## src/core/bfs_pkg.sv

```systemverilog
// bfs_pkg: constants and carrier types of the boot flash sequencer
// assumes: one 20 MHz clock domain, byte-wide image stream
package bfs_pkg;
  localparam int PAGE_BYTES = 256;
  localparam int PAGE_COUNT = 8192;
  localparam logic [24:0] FLASH_BYTES = 25'(PAGE_BYTES * PAGE_COUNT);
  localparam int ADDR_BYTES = 3;
  localparam int ID_BYTES = 3;
  localparam int QREAD_DUMMY_BYTES = 1;
  localparam logic [7:0] OP_READ_ID = 8'h9F;
  localparam logic [7:0] OP_SECTOR_ERASE = 8'h20;
  localparam logic [7:0] OP_WRITE_EN = 8'h06;
  localparam logic [7:0] OP_WRITE_DIS = 8'h04;
  localparam logic [7:0] OP_PAGE_PROG = 8'h02;
  localparam logic [7:0] OP_QUAD_READ = 8'hEB;
  localparam logic [7:0] OP_READ_STATUS = 8'h05;
  localparam logic [7:0] OP_WRITE_STATUS = 8'h01;
  localparam logic [7:0] STATUS_BUSY_MASK = 8'h01;
  // uniform 4 kB sectors
  localparam logic [23:0] SECTOR_MASK = 24'hFF_F000;
  localparam logic [23:0] DIR_ADDR = 24'h00_0000;
  localparam logic [23:0] FACTORY_BASE = 24'h00_1000;
  localparam logic [23:0] UPGRADE_BASE = 24'h10_0000;
  localparam logic [7:0] UPGRADE_MARK = 8'hA5;
  localparam logic [23:0] ID_BLANK = 24'hFF_FFFF;
  localparam logic [2:0] SCK_HIGH_PHASE = 3'h4;
  localparam logic [2:0] BEAT_END_PHASE = 3'h7;
  localparam int DATA_W = 8;
  localparam int FIFO_DEPTH = 16;
  localparam int CNT_W = 17;

  typedef enum logic [1:0] {
    CMD_ERASE,
    CMD_PROGRAM,
    CMD_WRITE_STATUS,
    CMD_REMOVE
  } bfs_cmd_op_type;

  typedef struct packed {
    bfs_cmd_op_type op;
    logic [23:0] addr;
    logic [7:0] data;
  } bfs_cmd_type;

  typedef struct packed {
    logic [7:0] op;
    logic addr_en;
    logic [23:0] addr;
    logic quad;
    logic dummy;
    logic tx_en;
    logic [7:0] tx;
    logic [CNT_W-1:0] count;
  } bfs_xfer_type;

  typedef struct packed {
    logic boot_done;
    logic slave_mode;
    logic upgrade_image;
    logic flash_ok;
    logic overrun;
  } bfs_status_type;
endpackage

```

## src/core/bfs_top.sv

```systemverilog
// bfs_top: boot-time image loader, flash master or serial slave
// assumes: pins arrive asynchronous to clock_i; command port is on clock_i
`timescale 1ns/10ps
// Function
// - strap high at start-up selects slave boot over the serial port.
// - strap low on flash line 1 at start-up selects quad flash master boot.
// - boot runs at start-up and again after every reset event.
// - slave boot takes clock, select, data in; drives data out.
// - flash holds 8192 pages of 256 bytes.
// - every flash address is sent as three bytes.
// - identify with 0x9F, read three id bytes, no dummy.
// - erase in uniform 4 kB sectors with opcode 0x20.
// - write enable is 0x06, write disable is 0x04.
// - page program uses opcode 0x02.
// - bulk read uses 0xEB, one dummy byte after the address.
// - read flash status with opcode 0x05.
// - flash busy while status and 0x01 is nonzero.
// - write flash status with opcode 0x01.
// - upgrade commands only when a flash with image is present.
// - an unfinished upgrade boots the factory image; retry stays possible.
// - upgrades can be removed; next boot then loads the factory image.
// - power-on reset holds everything until supplies are up.
// - master boot starts with a read at address zero.
// - quad link moves each byte low nibble first.
// - slave boot bytes arrive least significant bit first.
module bfs_top #(
  parameter int IMAGE_BYTES = 65536
) (
  // clock, reset, enable
  input wire logic clock_i,
  input wire logic rst_i,
  input wire logic ce_i,
  // power-on and reset pin
  input wire logic supply_good_i,
  input wire logic reset_pin_n_i,
  // flash link
  output logic flash_clk_o,
  output logic flash_cs_n_o,
  input wire logic flash_data_line_0_i,
  input wire logic flash_data_line_1_i,
  input wire logic flash_data_line_2_i,
  input wire logic flash_data_line_3_i,
  output logic flash_data_line_0_o,
  output logic flash_data_line_1_o,
  output logic flash_data_line_2_o,
  output logic flash_data_line_3_o,
  output logic flash_data_line_0_oe_n_o,
  output logic flash_data_line_1_oe_n_o,
  output logic flash_data_line_2_oe_n_o,
  output logic flash_data_line_3_oe_n_o,
  // slave boot link
  input wire logic spi_clk_i,
  input wire logic spi_cs_n_i,
  input wire logic spi_mosi_i,
  output logic spi_miso_o,
  // command port
  input wire logic cmd_valid_i,
  input wire bfs_pkg::bfs_cmd_type cmd_i,
  output logic cmd_ready_o,
  // image stream
  output logic image_valid_o,
  output logic [bfs_pkg::DATA_W-1:0] image_data_o,
  input wire logic image_ready_i,
  // status
  output bfs_pkg::bfs_status_type status_o,
  output logic [23:0] flash_id_o
);
  import bfs_pkg::*;

  typedef enum logic [3:0] {
    ST_POR, ST_STRAP, ST_SLAVE, ST_ID, ST_DIR, ST_LOAD,
    ST_IDLE, ST_WREN, ST_OP, ST_POLL, ST_WRDI
  } bfs_state_type;
  typedef enum logic [2:0] {
    PH_IDLE, PH_OP, PH_ADDR, PH_DUMMY, PH_DATA, PH_GAP
  } bfs_phase_type;

  // pin synchronisers
  logic [8:0] pin_meta;
  logic [8:0] pin_sync;
  logic spi_clk_prev;
  always_ff @(posedge clock_i) begin
    if (rst_i) begin
      pin_meta <= '0;
      pin_sync <= '0;
      spi_clk_prev <= 1'b0;
    end else if (ce_i) begin
      pin_meta <= {supply_good_i, reset_pin_n_i, flash_data_line_3_i,
                   flash_data_line_2_i, flash_data_line_1_i,
                   flash_data_line_0_i, spi_clk_i, spi_cs_n_i, spi_mosi_i};
      pin_sync <= pin_meta;
      spi_clk_prev <= pin_sync[2];
    end
  end
  wire logic [3:0] fl_in = pin_sync[6:3];
  wire logic sl_mosi = pin_sync[0];
  wire logic sl_cs_n = pin_sync[1];
  wire logic sl_rise = pin_sync[2] && !spi_clk_prev;
  // supply not up or reset pin low restarts the boot
  wire logic boot_rst = !pin_sync[8] || !pin_sync[7];

  bfs_state_type state;
  bfs_phase_type ph;
  bfs_cmd_type cmd;
  bfs_xfer_type xf;
  bfs_xfer_type desc;
  logic issued;
  logic [2:0] phase;
  logic [2:0] bit_cnt;
  logic [1:0] byte_cnt;
  logic [CNT_W-1:0] data_left;
  logic [7:0] shreg;
  logic [7:0] rx;
  logic rx_strobe;
  logic [7:0] rx_byte;
  logic slave_mode;
  logic upgrade;
  logic flash_ok;
  logic busy;
  logic [7:0] sl_sh;
  logic [2:0] sl_cnt;
  logic sl_strobe;
  logic [7:0] sl_byte;
  logic sl_seen;
  logic overrun;
  logic boot_done;

  // transaction chosen by the boot and command sequence
  wire logic [23:0] image_base = upgrade ? UPGRADE_BASE : FACTORY_BASE;
  wire logic [23:0] sector_addr = cmd.addr & SECTOR_MASK;
  wire logic cmd_is_erase = cmd.op == CMD_ERASE || cmd.op == CMD_REMOVE;
  wire logic [23:0] op_addr = (cmd.op == CMD_REMOVE) ? DIR_ADDR : sector_addr;
  wire logic [7:0] op_code =
    (cmd.op == CMD_PROGRAM) ? OP_PAGE_PROG :
    (cmd.op == CMD_WRITE_STATUS) ? OP_WRITE_STATUS :
    OP_SECTOR_ERASE;
  always_comb begin
    desc = '0;
    unique case (state)
      ST_ID: begin
        desc.op = OP_READ_ID;
        desc.count = CNT_W'(ID_BYTES);
      end
      ST_DIR: begin
        desc = '{OP_QUAD_READ, 1'b1, DIR_ADDR, 1'b1, 1'b1, 1'b0, 8'h00,
                 CNT_W'(1)};
      end
      ST_LOAD: begin
        desc = '{OP_QUAD_READ, 1'b1, image_base, 1'b1, 1'b1, 1'b0, 8'h00,
                 CNT_W'(IMAGE_BYTES)};
      end
      ST_WREN: desc.op = OP_WRITE_EN;
      ST_WRDI: desc.op = OP_WRITE_DIS;
      ST_POLL: begin
        desc.op = OP_READ_STATUS;
        desc.count = CNT_W'(1);
      end
      ST_OP: begin
        desc.op = op_code;
        desc.addr_en = cmd.op != CMD_WRITE_STATUS;
        desc.addr = cmd_is_erase ? op_addr : cmd.addr;
        desc.tx_en = !cmd_is_erase;
        desc.tx = cmd.data;
        desc.count = cmd_is_erase ? '0 : CNT_W'(1);
      end
      default: desc = '0;
    endcase
  end

  // serial engine: one beat is eight clocks, clock high in the upper half
  wire logic flash_state = state inside {ST_ID, ST_DIR, ST_LOAD, ST_WREN,
                                         ST_OP, ST_POLL, ST_WRDI};
  wire logic go = flash_state && !issued && ph == PH_IDLE;
  wire logic quad_now = xf.quad && ph != PH_OP;
  wire logic last_beat = quad_now ? bit_cnt == 3'h1 : bit_cnt == 3'h7;
  wire logic rx_phase = ph == PH_DATA && !xf.tx_en;
  wire logic fifo_in_ready;
  wire logic stall = rx_phase && state == ST_LOAD && bit_cnt == '0 &&
                     phase == '0 && (!fifo_in_ready || rx_strobe);
  wire logic beat_end = ph != PH_IDLE && phase == BEAT_END_PHASE;
  wire logic byte_end = beat_end && ph != PH_GAP && last_beat;
  wire logic addr_last = byte_cnt == 2'(ADDR_BYTES - 1);
  wire logic dummy_last = byte_cnt == 2'(QREAD_DUMMY_BYTES - 1);
  wire logic [7:0] rx_new = quad_now ? {fl_in, rx[7:4]}
                                     : {rx[6:0], fl_in[1]};
  wire logic [7:0] addr_next = (byte_cnt == 2'h0) ? xf.addr[15:8]
                                                  : xf.addr[7:0];
  wire bfs_phase_type after_addr =
    xf.dummy ? PH_DUMMY : (xf.count != '0) ? PH_DATA : PH_GAP;

  always_ff @(posedge clock_i) begin
    if (rst_i || boot_rst) begin
      ph <= PH_IDLE;
      phase <= '0;
      xf <= '0;
    end else if (ce_i) begin
      if (go) begin
        xf <= desc;
        ph <= PH_OP;
        phase <= '0;
      end else if (ph != PH_IDLE && !stall) begin
        phase <= phase + 3'h1;
        if (ph == PH_GAP && beat_end) begin
          ph <= PH_IDLE;
        end else if (byte_end) begin
          unique case (ph)
            PH_OP: ph <= xf.addr_en ? PH_ADDR : after_addr;
            PH_ADDR: ph <= addr_last ? after_addr : PH_ADDR;
            PH_DUMMY: ph <= dummy_last ? PH_DATA : PH_DUMMY;
            PH_DATA: ph <= (data_left == CNT_W'(1)) ? PH_GAP : PH_DATA;
            default: ph <= ph;
          endcase
        end
      end
    end
  end

  always_ff @(posedge clock_i) begin
    if (rst_i || boot_rst) begin
      bit_cnt <= '0;
      byte_cnt <= '0;
      data_left <= '0;
      shreg <= '0;
      rx <= '0;
    end else if (ce_i) begin
      if (go) begin
        shreg <= desc.op;
        bit_cnt <= '0;
        byte_cnt <= '0;
        data_left <= desc.count;
      end else if (beat_end && !stall && ph != PH_GAP) begin
        bit_cnt <= last_beat ? '0 : bit_cnt + 3'h1;
        rx <= rx_new;
        shreg <= quad_now ? {4'h0, shreg[7:4]} : {shreg[6:0], 1'b0};
        if (last_beat) begin
          byte_cnt <= (ph == PH_OP || (ph == PH_ADDR && addr_last))
                      ? '0 : byte_cnt + 2'h1;
          if (ph == PH_OP) begin
            shreg <= xf.addr_en ? xf.addr[23:16] : xf.tx;
          end else if (ph == PH_ADDR) begin
            shreg <= addr_last ? xf.tx : addr_next;
          end else if (ph == PH_DATA) begin
            data_left <= data_left - CNT_W'(1);
          end
        end
      end
    end
  end

  // pins, registered from engine state
  wire logic drive_all = quad_now && ph == PH_ADDR;
  wire logic drive_d0 = ph == PH_OP || ph == PH_ADDR ||
                        (ph == PH_DATA && xf.tx_en);
  wire logic [3:0] dout = quad_now ? shreg[3:0] : {3'h0, shreg[7]};
  wire logic sel = ph inside {PH_OP, PH_ADDR, PH_DUMMY, PH_DATA};
  always_ff @(posedge clock_i) begin
    if (rst_i) begin
      flash_clk_o <= 1'b0;
      flash_cs_n_o <= 1'b1;
      {flash_data_line_3_o, flash_data_line_2_o, flash_data_line_1_o,
       flash_data_line_0_o} <= '0;
      {flash_data_line_3_oe_n_o, flash_data_line_2_oe_n_o,
       flash_data_line_1_oe_n_o, flash_data_line_0_oe_n_o} <= 4'hF;
    end else if (ce_i) begin
      flash_clk_o <= sel && phase >= SCK_HIGH_PHASE;
      flash_cs_n_o <= !sel;
      {flash_data_line_3_o, flash_data_line_2_o, flash_data_line_1_o,
       flash_data_line_0_o} <= dout;
      {flash_data_line_3_oe_n_o, flash_data_line_2_oe_n_o,
       flash_data_line_1_oe_n_o, flash_data_line_0_oe_n_o} <=
        ~{drive_all, drive_all, drive_all, drive_d0};
    end
  end

  always_ff @(posedge clock_i) begin
    if (rst_i) begin
      rx_strobe <= 1'b0;
      rx_byte <= '0;
    end else if (ce_i) begin
      rx_strobe <= byte_end && rx_phase && !stall;
      rx_byte <= rx_new;
    end
  end

  // boot and command sequence
  wire logic eng_done = issued && ph == PH_IDLE;
  wire logic cmd_take = cmd_valid_i && cmd_ready_o;
  wire logic cmd_fits = {1'b0, cmd_i.addr} < FLASH_BYTES;
  wire logic id_ok = flash_id_o != '0 && flash_id_o != ID_BLANK;
  always_ff @(posedge clock_i) begin
    if (rst_i || boot_rst) begin
      state <= ST_POR;
      issued <= 1'b0;
      cmd <= '0;
      busy <= 1'b0;
    end else if (ce_i) begin
      if (go) begin
        issued <= 1'b1;
      end else if (eng_done) begin
        issued <= 1'b0;
      end
      if (state == ST_POLL && rx_strobe) begin
        busy <= (rx_byte & STATUS_BUSY_MASK) != '0;
      end
      unique case (state)
        ST_POR: state <= ST_STRAP;
        ST_STRAP: state <= fl_in[1] ? ST_SLAVE : ST_ID;
        ST_SLAVE: state <= ST_SLAVE;
        ST_ID: state <= eng_done ? ST_DIR : ST_ID;
        ST_DIR: state <= eng_done ? ST_LOAD : ST_DIR;
        ST_LOAD: state <= eng_done ? ST_IDLE : ST_LOAD;
        ST_IDLE: begin
          if (cmd_take && cmd_fits) begin
            cmd <= cmd_i;
            state <= (cmd_i.op == CMD_WRITE_STATUS) ? ST_OP : ST_WREN;
          end
        end
        ST_WREN: state <= eng_done ? ST_OP : ST_WREN;
        ST_OP: state <= eng_done ? ST_POLL : ST_OP;
        ST_POLL: state <= eng_done ? (busy ? ST_POLL : ST_WRDI)
                                   : ST_POLL;
        ST_WRDI: state <= eng_done ? ST_IDLE : ST_WRDI;
        default: state <= ST_POR;
      endcase
    end
  end

  always_ff @(posedge clock_i) begin
    if (rst_i || boot_rst) begin
      slave_mode <= 1'b0;
      upgrade <= 1'b0;
      flash_ok <= 1'b0;
      flash_id_o <= '0;
      cmd_ready_o <= 1'b0;
    end else if (ce_i) begin
      if (state == ST_STRAP) begin
        slave_mode <= fl_in[1];
      end
      if (state == ST_ID && rx_strobe) begin
        flash_id_o <= {flash_id_o[15:0], rx_byte};
      end
      if (state == ST_DIR) begin
        flash_ok <= id_ok;
      end
      if (state == ST_DIR && rx_strobe) begin
        upgrade <= rx_byte == UPGRADE_MARK;
      end
      cmd_ready_o <= state == ST_IDLE && !cmd_take && flash_ok;
    end
  end

  // slave boot receiver
  always_ff @(posedge clock_i) begin
    if (rst_i || boot_rst) begin
      sl_sh <= '0;
      sl_cnt <= '0;
      sl_strobe <= 1'b0;
      sl_byte <= '0;
      sl_seen <= 1'b0;
      overrun <= 1'b0;
      spi_miso_o <= 1'b0;
    end else if (ce_i) begin
      sl_strobe <= 1'b0;
      if (state != ST_SLAVE || sl_cs_n) begin
        sl_cnt <= '0;
      end else if (sl_rise) begin
        sl_sh <= {sl_mosi, sl_sh[7:1]};
        sl_cnt <= sl_cnt + 3'h1;
        if (sl_cnt == 3'h7) begin
          sl_strobe <= 1'b1;
          sl_byte <= {sl_mosi, sl_sh[7:1]};
          sl_seen <= 1'b1;
        end
      end
      if (sl_strobe && !fifo_in_ready) begin
        overrun <= 1'b1;
      end
      spi_miso_o <= overrun;
    end
  end

  // image FIFO and output stage
  wire logic fifo_in_valid = (state == ST_LOAD && rx_strobe) || sl_strobe;
  wire logic [7:0] fifo_in_data = slave_mode ? sl_byte : rx_byte;
  wire logic fifo_out_valid;
  wire logic [7:0] fifo_out_data;
  wire logic out_take = !image_valid_o || image_ready_i;
  bfs_fifo #(
    .WIDTH(DATA_W),
    .DEPTH(FIFO_DEPTH)
  ) u_fifo (
    .clock_i(clock_i),
    .rst_i(rst_i || boot_rst),
    .ce_i(ce_i),
    .in_valid_i(fifo_in_valid),
    .in_data_i(fifo_in_data),
    .in_ready_o(fifo_in_ready),
    .out_valid_o(fifo_out_valid),
    .out_data_o(fifo_out_data),
    .out_ready_i(out_take)
  );

  always_ff @(posedge clock_i) begin
    if (rst_i || boot_rst) begin
      image_valid_o <= 1'b0;
      image_data_o <= '0;
      boot_done <= 1'b0;
      status_o <= '0;
    end else if (ce_i) begin
      if (out_take) begin
        image_valid_o <= fifo_out_valid;
        image_data_o <= fifo_out_data;
      end
      if ((state == ST_LOAD && eng_done) ||
          (state == ST_SLAVE && sl_seen && sl_cs_n)) begin
        boot_done <= 1'b1;
      end
      status_o <= '{boot_done, slave_mode, upgrade, flash_ok, overrun};
    end
  end
endmodule

```

## src/core/bfs_fifo.sv

```systemverilog
// bfs_fifo: flip-flop FIFO with valid and ready on both sides
// assumes: one clock, synchronous active-high reset, clock enable
`timescale 1ns/10ps
module bfs_fifo #(
  parameter int WIDTH = 8,
  parameter int DEPTH = 16
) (
  // clock, reset, enable
  input wire logic clock_i,
  input wire logic rst_i,
  input wire logic ce_i,
  // fill side
  input wire logic in_valid_i,
  input wire logic [WIDTH-1:0] in_data_i,
  output logic in_ready_o,
  // drain side
  output logic out_valid_o,
  output logic [WIDTH-1:0] out_data_o,
  input wire logic out_ready_i
);
  localparam int AW = $clog2(DEPTH);
  logic [WIDTH-1:0] mem [DEPTH];
  logic [AW-1:0] wr_idx;
  logic [AW-1:0] rd_idx;
  logic [AW:0] fill;
  wire logic push = in_valid_i && in_ready_o;
  wire logic pop = out_valid_o && out_ready_i;

  assign in_ready_o = (fill != (AW+1)'(DEPTH));
  assign out_valid_o = (fill != '0);
  assign out_data_o = mem[rd_idx];

  always_ff @(posedge clock_i) begin
    if (rst_i) begin
      wr_idx <= '0;
      rd_idx <= '0;
      fill <= '0;
    end else if (ce_i) begin
      if (push) begin
        wr_idx <= (wr_idx == AW'(DEPTH - 1)) ? '0 : wr_idx + 1'b1;
      end
      if (pop) begin
        rd_idx <= (rd_idx == AW'(DEPTH - 1)) ? '0 : rd_idx + 1'b1;
      end
      fill <= fill + (AW+1)'(push) - (AW+1)'(pop);
    end
  end

  always_ff @(posedge clock_i) begin
    if (ce_i && push) begin
      mem[wr_idx] <= in_data_i;
    end
  end
endmodule

```

## config.mk

```make
export PLATFORM = sky130hd
export DESIGN_NAME = bfs_top
export DESIGN_NICKNAME = d
export VERILOG_FILES = /design/src/core/bfs_pkg.sv /design/src/core/bfs_top.sv /design/src/core/bfs_fifo.sv
export SDC_FILE = /design/constraint.sdc
export NUM_CORES = 1
export LEC_CHECK = 0
export ABC_CLOCK_PERIOD_IN_PS = 3400
export BUFFER_PORTS_ARGS = -buffer_cell sky130_fd_sc_hd__buf_2
export CAP_MARGIN = 20
export CORE_MARGIN = 3
export CORE_UTILIZATION = 60
export CTS_BUF_LIST = sky130_fd_sc_hd__clkbuf_4 sky130_fd_sc_hd__clkbuf_8
export CTS_CLUSTER_SIZE = 8
export DETAILED_ROUTE_END_ITERATION = 8
export PLACE_DENSITY = 0.81
export SYNTH_ARGS = -nofsm -noshare
export SYNTH_HDL_FRONTEND = slang
export SYNTH_SLANG_ARGS = --single-unit
```

## constraint.sdc

```tcl
create_clock -name clock_i -period 3.4 [get_ports clock_i]
set_clock_uncertainty 0.1 [all_clocks]
set_input_delay 0.51 -clock clock_i [delete_from_list [all_inputs] [get_ports clock_i]]
set_output_delay 0.51 -clock clock_i [all_outputs]
set_load 0.005 [all_outputs]
```

==> impl_results.md, run 1 <==
- Crit path capture type: flip-flop
- Sw frac: 0.205
- Final Cycle Share: 0.900
- Initial core utilization: 0.617
- Main flop type after synthesis: dfxtp_1
- Fin crit period: 3060 ps
- Commonest non-fill, non-tap cell in the layout: dfxtp_1
- DIE AREA: 0.0282 mm^2
- Grt total ovfl: 0
- Initial DRC Count: 1245
- Distinct cells, synth: 84
- WL/cell: 18.6 um
- CTS tree: done
- Layout area overhead: 12.2%
- Clock Tree Root: clkbuf_8
- I/O Buffers: 97
- Critical Path RT: 3770 ps
- Comb power frac: 0.015
- Vias in the first global route: 11391
- Hold Crit Depth: 3
- Worst slew margin: 0.300
- Slew Viols, Final: 0
- Final #Nets: 1653
- Max_cap viols: 0
- Fillers: 1780
- Sw Pwr: 1.72 mW
- DRC Markers: 0
- Worst-path clk slew: 70 ps
- Unrepaired setup endpoints after global routing: false
- Die extent in x: 168 um
- Fin util: 0.692
- Worst path arrival time: 3430 ps
- Flop pwr share: 0.539
- Setup ws final: 341 ps
- Syn Std Cell Area: 0.0157 mm^2
- Peak Freq: 327 MHz
- CP Launch Point: u_fifo.fill[3]
- Post-synth EDFFs: 128
- 1st-pass router iterations: 5
- Initial antenna violation count: 0
- R2R cell count: 15
- Core outline area: 0.0255 mm^2
- H-Tree Depth: 2
- Final setup violation count: 0
- Post-route ant nets: 0
- Critical R2R Launch: u_fifo.fill[3]
- Clock Latency Late Sink: 590 ps
- Die Y: 168 um
- CTS Buf Count: 56
- Sink Count: 363
- Tightest Pin Transition: 1050 ps
- DP HPWL: 24.3 mm
- Yosys warns: 0
- Clk buf depth: 3
- First-pass GRT wire length: 59.2 mm
- Post CTS Setup Buffer Count: 0
- # diodes: 0
- CTS Hold Buffers Added: 0
- Largest net degree at the start of global routing: 148
- Number of vias per cell: 6.09
- Share of cells above drive strength 1: 0.197
- Most frequent cells in the layout: dfxtp_1, nand2_1, nor2_1
- Internal: 6.67 mW
- Final wirelength: 36.3 mm
- Max FO, Critical Path: 4
- Pwr dens: 476 mW/mm^2
- FP Rows: 58
- GR Util All Layers: 0.253
- Launch point of the worst hold path: cmd_i[7]
- Placer Congestion: 0.904
- I/O Pins: 98
- Sequential element share of the synthesized area: 0.544
- Mapped Nets: 1571
- Vias: 11895
- Mean post-synth cell area: 10.5 um^2
- Worst hold path class: primary input to flip-flop
- CP startpoint kind: flip-flop
- Clock share of power: 0.446
- Worst hold slack: 55.7 ps
- Outcome: finished, final reports clean
- P_leak: 6.02 nW
- WS Path Type: flip-flop to flip-flop
- VDD IR max: 323 uV
- Final setup TNS: 0 ps
- Place WS: 319 ps
- CTS resizes: 0
- Fraction of registers with async set/reset: 0
- Post-Syn Instances: 1496
- Yosys reg bits: 363
- Fin. Hold Viols: 0
[critical path, stage by stage, from the launching register on]
cell and delay [ps]:
dfxtp_1 340, inv_1 100, ha_1 180, inv_1 40, o41a_1 320, ha_1 290
inv_1 60, ha_1 160, inv_1 60, fa_1 420, nand2b_1 160, a21oi_1 210
nor3_1 70, o21ai_0 210, xor2_1 190, nor2_1 50
[metal layers]
layer,global-route usage,vias to the layer above,part of all wire
met5,0,-,0
met4,0.0640,0,0.017
met2,0.392,557,0.46
li1,-,5607,-
met3,0.0411,64,0.078
met1,0.376,5667,0.45
[cell type report]
type	count	area, um^2	share of cell area
clock inverter	4	33.8	0.00192
sequential	363	8550	0.485
multi-input combinational	996	6610	0.375
timing repair buffer	132	763	0.0433
tap	330	413	0.0234
clock buffer	99	1150	0.0652
inverter	29	109	0.00617
[metrics by stage]
step / cells / instance area, um^2 / power (mW)
2_1_floorplan: 1496 / 15700 / 4.68
3_3_place_gp: 1849 / 16400 / 4.73
3_5_place_dp: 1849 / 16400 / 4.73
4_1_cts: 1952 / 17600 / 8.45
5_1_grt: 1953 / 17600 / 8.64
6_report: 1953 / 17600 / 8.39
[synth_stat cells, drive strengths merged (4+ instances only)]
| cell | count | area share |
|---|---|---|
| nand4b | 4 | 0.0022 |
| a211oi | 26 | 0.013 |
| or4 | 7 | 0.0036 |
| nand3b | 4 | 0.0019 |
| o211ai | 4 | 0.0019 |
| or3 | 5 | 0.0020 |
| nor3 | 32 | 0.011 |
| clkbuf | 69 | 0.016 |
| nand4 | 11 | 0.0053 |
| buf | 39 | 0.012 |
| inv | 28 | 0.0067 |
| a22oi | 20 | 0.0096 |
| nand2b | 21 | 0.0084 |
| a31oi | 11 | 0.0044 |
| mux4 | 40 | 0.057 |
| nor4 | 13 | 0.0060 |
| and3 | 9 | 0.0036 |
| nand2 | 211 | 0.051 |
| nor2b | 8 | 0.0032 |
| edfxtp | 128 | 0.24 |
| o21a | 4 | 0.0019 |
| o21ai | 26 | 0.0083 |
| a21o | 6 | 0.0029 |
| a22o | 14 | 0.0078 |
| o2111ai | 5 | 0.0032 |
| nor2 | 142 | 0.035 |
| nand3 | 45 | 0.015 |
| a311oi | 8 | 0.0045 |
| ha | 26 | 0.021 |
| mux2i | 66 | 0.042 |
| mux2 | 17 | 0.012 |
| or2 | 5 | 0.0022 |
| a21oi | 139 | 0.044 |
| o22ai | 6 | 0.0024 |
| dfxtp | 235 | 0.30 |
| and2 | 11 | 0.0044 |
| xor2 | 5 | 0.0028 |
[worst paths after layout]
check / end / slack (ps)
hold reg to reg: xf[51] / 350
setup / recovery: u_fifo.fill[4] / 340
hold / removal: cmd[7] / 60
setup reg to reg: u_fifo.fill[4] / 340
[flip-flops by register name, summed over array words and instances, names as in the netlist, 5 cells and up]
signal	count
u_fifo.mem	128
xf	38
cmd	34
flash_id_o	24
data_left	17
pin_meta	9
pin_sync	9
image_data_o	8
rx	8
rx_byte	8
shreg	8
sl_byte	8
sl_sh	7
status_o	5
u_fifo.fill	5
[cell families after synthesis]
logic type / after synthesis / share of synthesized area
AO/OA/AOI/OAI: 297 / 0.120
flip-flops: 363 / 0.544
AND/OR/NAND/NOR: 542 / 0.163
buffers and inverters: 137 / 0.0357
multiplexers: 123 / 0.112
XOR/XNOR: 7 / 0.00390
adder cells (fa/ha/maj): 27 / 0.0220
[power groups by stage]
| stage | clock network (mW) | logic, mW | registers (mW) |
|---|---|---|---|
| floorplan | 0 | 0.0713 | 4.60 |
| global placement | 0 | 0.119 | 4.61 |
| detailed placement | 0 | 0.124 | 4.61 |
| CTS | 3.80 | 0.125 | 4.52 |
| global route | 3.99 | 0.139 | 4.52 |
| finish | 3.74 | 0.125 | 4.52 |
(Power assumes the default switching activity.)
==> run 2: changes to the inputs <==
--- a/config.mk
+++ b/config.mk
@@ -8,12 +8,15 @@
 export ABC_CLOCK_PERIOD_IN_PS = 3400
 export BUFFER_PORTS_ARGS = -buffer_cell sky130_fd_sc_hd__buf_2
 export CAP_MARGIN = 20
+export CORE_ASPECT_RATIO = 1.5
 export CORE_MARGIN = 3
 export CORE_UTILIZATION = 60
 export CTS_BUF_LIST = sky130_fd_sc_hd__clkbuf_4 sky130_fd_sc_hd__clkbuf_8
 export CTS_CLUSTER_SIZE = 8
 export DETAILED_ROUTE_END_ITERATION = 8
+export HOLD_SLACK_MARGIN = 0.02
 export PLACE_DENSITY = 0.81
+export REMOVE_ABC_BUFFERS = 1
 export SYNTH_ARGS = -nofsm -noshare
 export SYNTH_HDL_FRONTEND = slang
 export SYNTH_SLANG_ARGS = --single-unit
==> run 2 against run 1 <==
Against the previous run: utilization is 0.46 points higher; combinational power is 15% higher; via count is 0.42% higher; die area is 0.14% higher; cell count is 0.51% higher; critical path depth stayed put; clock power is 9.4% lower; first-iteration DRC count is 27% lower; sequential share of layout area is 0.20 points lower; flip-flop and latch count stayed put; largest power group unchanged; global-route usage is 1.5 points higher; worst hold slack worse by 4.3 ps.
==> impl_results.md, run 2 (synthesis gave the netlist of run 1 again) <==
- Outcome: finished, final reports clean
- Die extent in x: 138 um
- Hold Crit Depth: 3
- Top flop regs: u_fifo.mem (128), xf (38), cmd (34)
- Post CTS Setup Buffer Count: 0
- Worst Hold Endpoint: cmd[4]
- R2R cell count: 15
- Fin crit period: 3120 ps
- I/O Buffers: 97
- Clock Latency Late Sink: 610 ps
- M1 WL: 13.8 mm
- Layout area overhead: 12.6%
- Die Y: 204 um
- Initial core utilization: 0.619
- I/O Pins: 98
- Unrepaired setup endpoints after global routing: false
- Max FFs per register: 128
- Vias in the first global route: 11981
- Tightest Pin Transition: 991 ps
- GR Util All Layers: 0.268
- Largest net degree at the start of global routing: 61
- DRC Markers: 0
- Top layer in use: met4
- Slew Viols, Final: 0
- Most flops, register: u_fifo.mem
- CTS tree: done
- Worst slew margin: 0.337
- Final setup TNS: 0 ps
- DIE AREA: 0.0282 mm^2
- Commonest non-fill, non-tap cell in the layout: dfxtp_1
- Worst hold path class: primary input to flip-flop
- Post-route ant nets: 0
- Final setup violation count: 0
- Critical R2R Launch: u_fifo.fill[3]
- WL/cell: 19.5 um
- Core outline area: 0.0254 mm^2
- P_leak: 6.06 nW
- Met2 Wirelength: 20.9 mm
- DP Cell Count: 1866
- Number of vias per cell: 6.09
- CTS Buf Count: 53
- Max_cap viols: 0
- DP HPWL: 26.6 mm
- Most frequent cells in the layout: dfxtp_1, nand2_1, nor2_1
- Final wirelength: 38.2 mm
- CP startpoint kind: flip-flop
- VDD IR max: 371 uV
- Final #Nets: 1679
- Max FO, Critical Path: 4
- Fillers: 1859
- Peak Freq: 321 MHz
- Pwr dens: 455 mW/mm^2
- Vias: 11945
- CTS resizes: 0
- Placer Congestion: 0.929
- Fin. Hold Viols: 0
- # diodes: 0
- First-pass GRT wire length: 61.6 mm
- Clk buf depth: 3
- Worst path arrival time: 3480 ps
- Initial DRC Count: 914
- H-Tree Depth: 2
- Non-filler cells, final: 1963
- Share of cells above drive strength 1: 0.196
- FP Rows: 71
- DR WL met3: 1.83 mm
- Grt total ovfl: 0
- Crit path capture type: flip-flop
- Final Cycle Share: 0.916
- Clock Tree Root: clkbuf_8
- Sink Count: 363
- Critical Path RT: 3760 ps
- WS Path Type: flip-flop to flip-flop
- 1st-pass router iterations: 7
- Worst-path clk slew: 60 ps
- Launch point of the worst hold path: cmd_i[4]
- Worst reg2reg setup slack: 280 ps
- Worst R2R End: u_fifo.fill[4]
- Initial antenna violation count: 0
[run 2: cell types whose count changed in the layout (fill, tap and decap cells not counted), sizes merged]
cell	previous run	this run
clkinvlp	1	2
clkinv	3	1
buf	132	150
dlygate4sd3	0	11
clkbuf	99	83
[run 2: through the flow]
| stage | hold WS [ps] | total power [mW] | util | setup WS [ps] | area, um^2 |
|---|---|---|---|---|---|
| after global routing | 42.7 | 8.31 | 0.697 | 139 | 17700 |
| after CTS | 21.0 | 8.11 | 0.697 | 306 | 17700 |
| after detailed placement | 347 | 4.74 | 0.652 | 327 | 16600 |
| after floorplan | 327 | 4.65 | - | 130 | 15300 |
| after global placement | 335 | 4.74 | 0.652 | 440 | 16600 |
| final | 51.4 | 8.05 | 0.697 | 284 | 17700 |
[run 2: worst max path at each step]
stage,from,endpoint,slack (ps),cells past startpoint
final,u_fifo.fill[3],u_fifo.fill[4],280,15
after global routing,u_fifo.fill[3],u_fifo.fill[4],140,15
after CTS,u_fifo.fill[3],u_fifo.fill[4],310,15
after detailed placement,u_fifo.fill[3],u_fifo.fill[4],330,15
after global placement,image_ready_i,u_fifo.fill[4],440,14
after floorplan,state[1],data_left[10],130,6
[run 2: power breakdown]
group	internal (mW)	total, mW	switching, mW
clock	1.82	3.39	1.57
combinational	0.0599	0.144	0.0839
sequential	4.50	4.52	0.0127
total	6.38	8.05	1.66
[run 2: repair_timing]
item / in CTS / in global routing
hold buffers: 11 / 0
endpoints found under the hold margin: 11 / 0
endpoints found under the setup margin: 0 / 0
[run 2: final cells by class]
cell class                 instances  area [um^2]  share of cell area
clock buffer                      83          986              0.0557
multi-input combinational        996         6610               0.373
timing repair buffer             161         1010              0.0570
inverter                          29          109             0.00615
clock inverter                     3         26.3             0.00148
sequential                       363         8550               0.483
tap                              328          410              0.0232
[run 2: critical path, cell delays in order, from the launching register on]
cell and delay (ps):
dfxtp_1 340, inv_1 100, ha_1 170, inv_1 40
o41a_1 320, ha_1 300, inv_1 60, ha_1 170
inv_1 60, fa_1 420, nand2b_1 170, a21oi_1 260
nor3_1 70, o21ai_0 190, xor2_1 180, nor2_1 50
[run 2: layer usage]
layer	GRT usage	vias up
met4	0.129	0
met5	0	-
li1	-	5625
met3	0.0370	110
met1	0.294	5770
met2	0.508	440
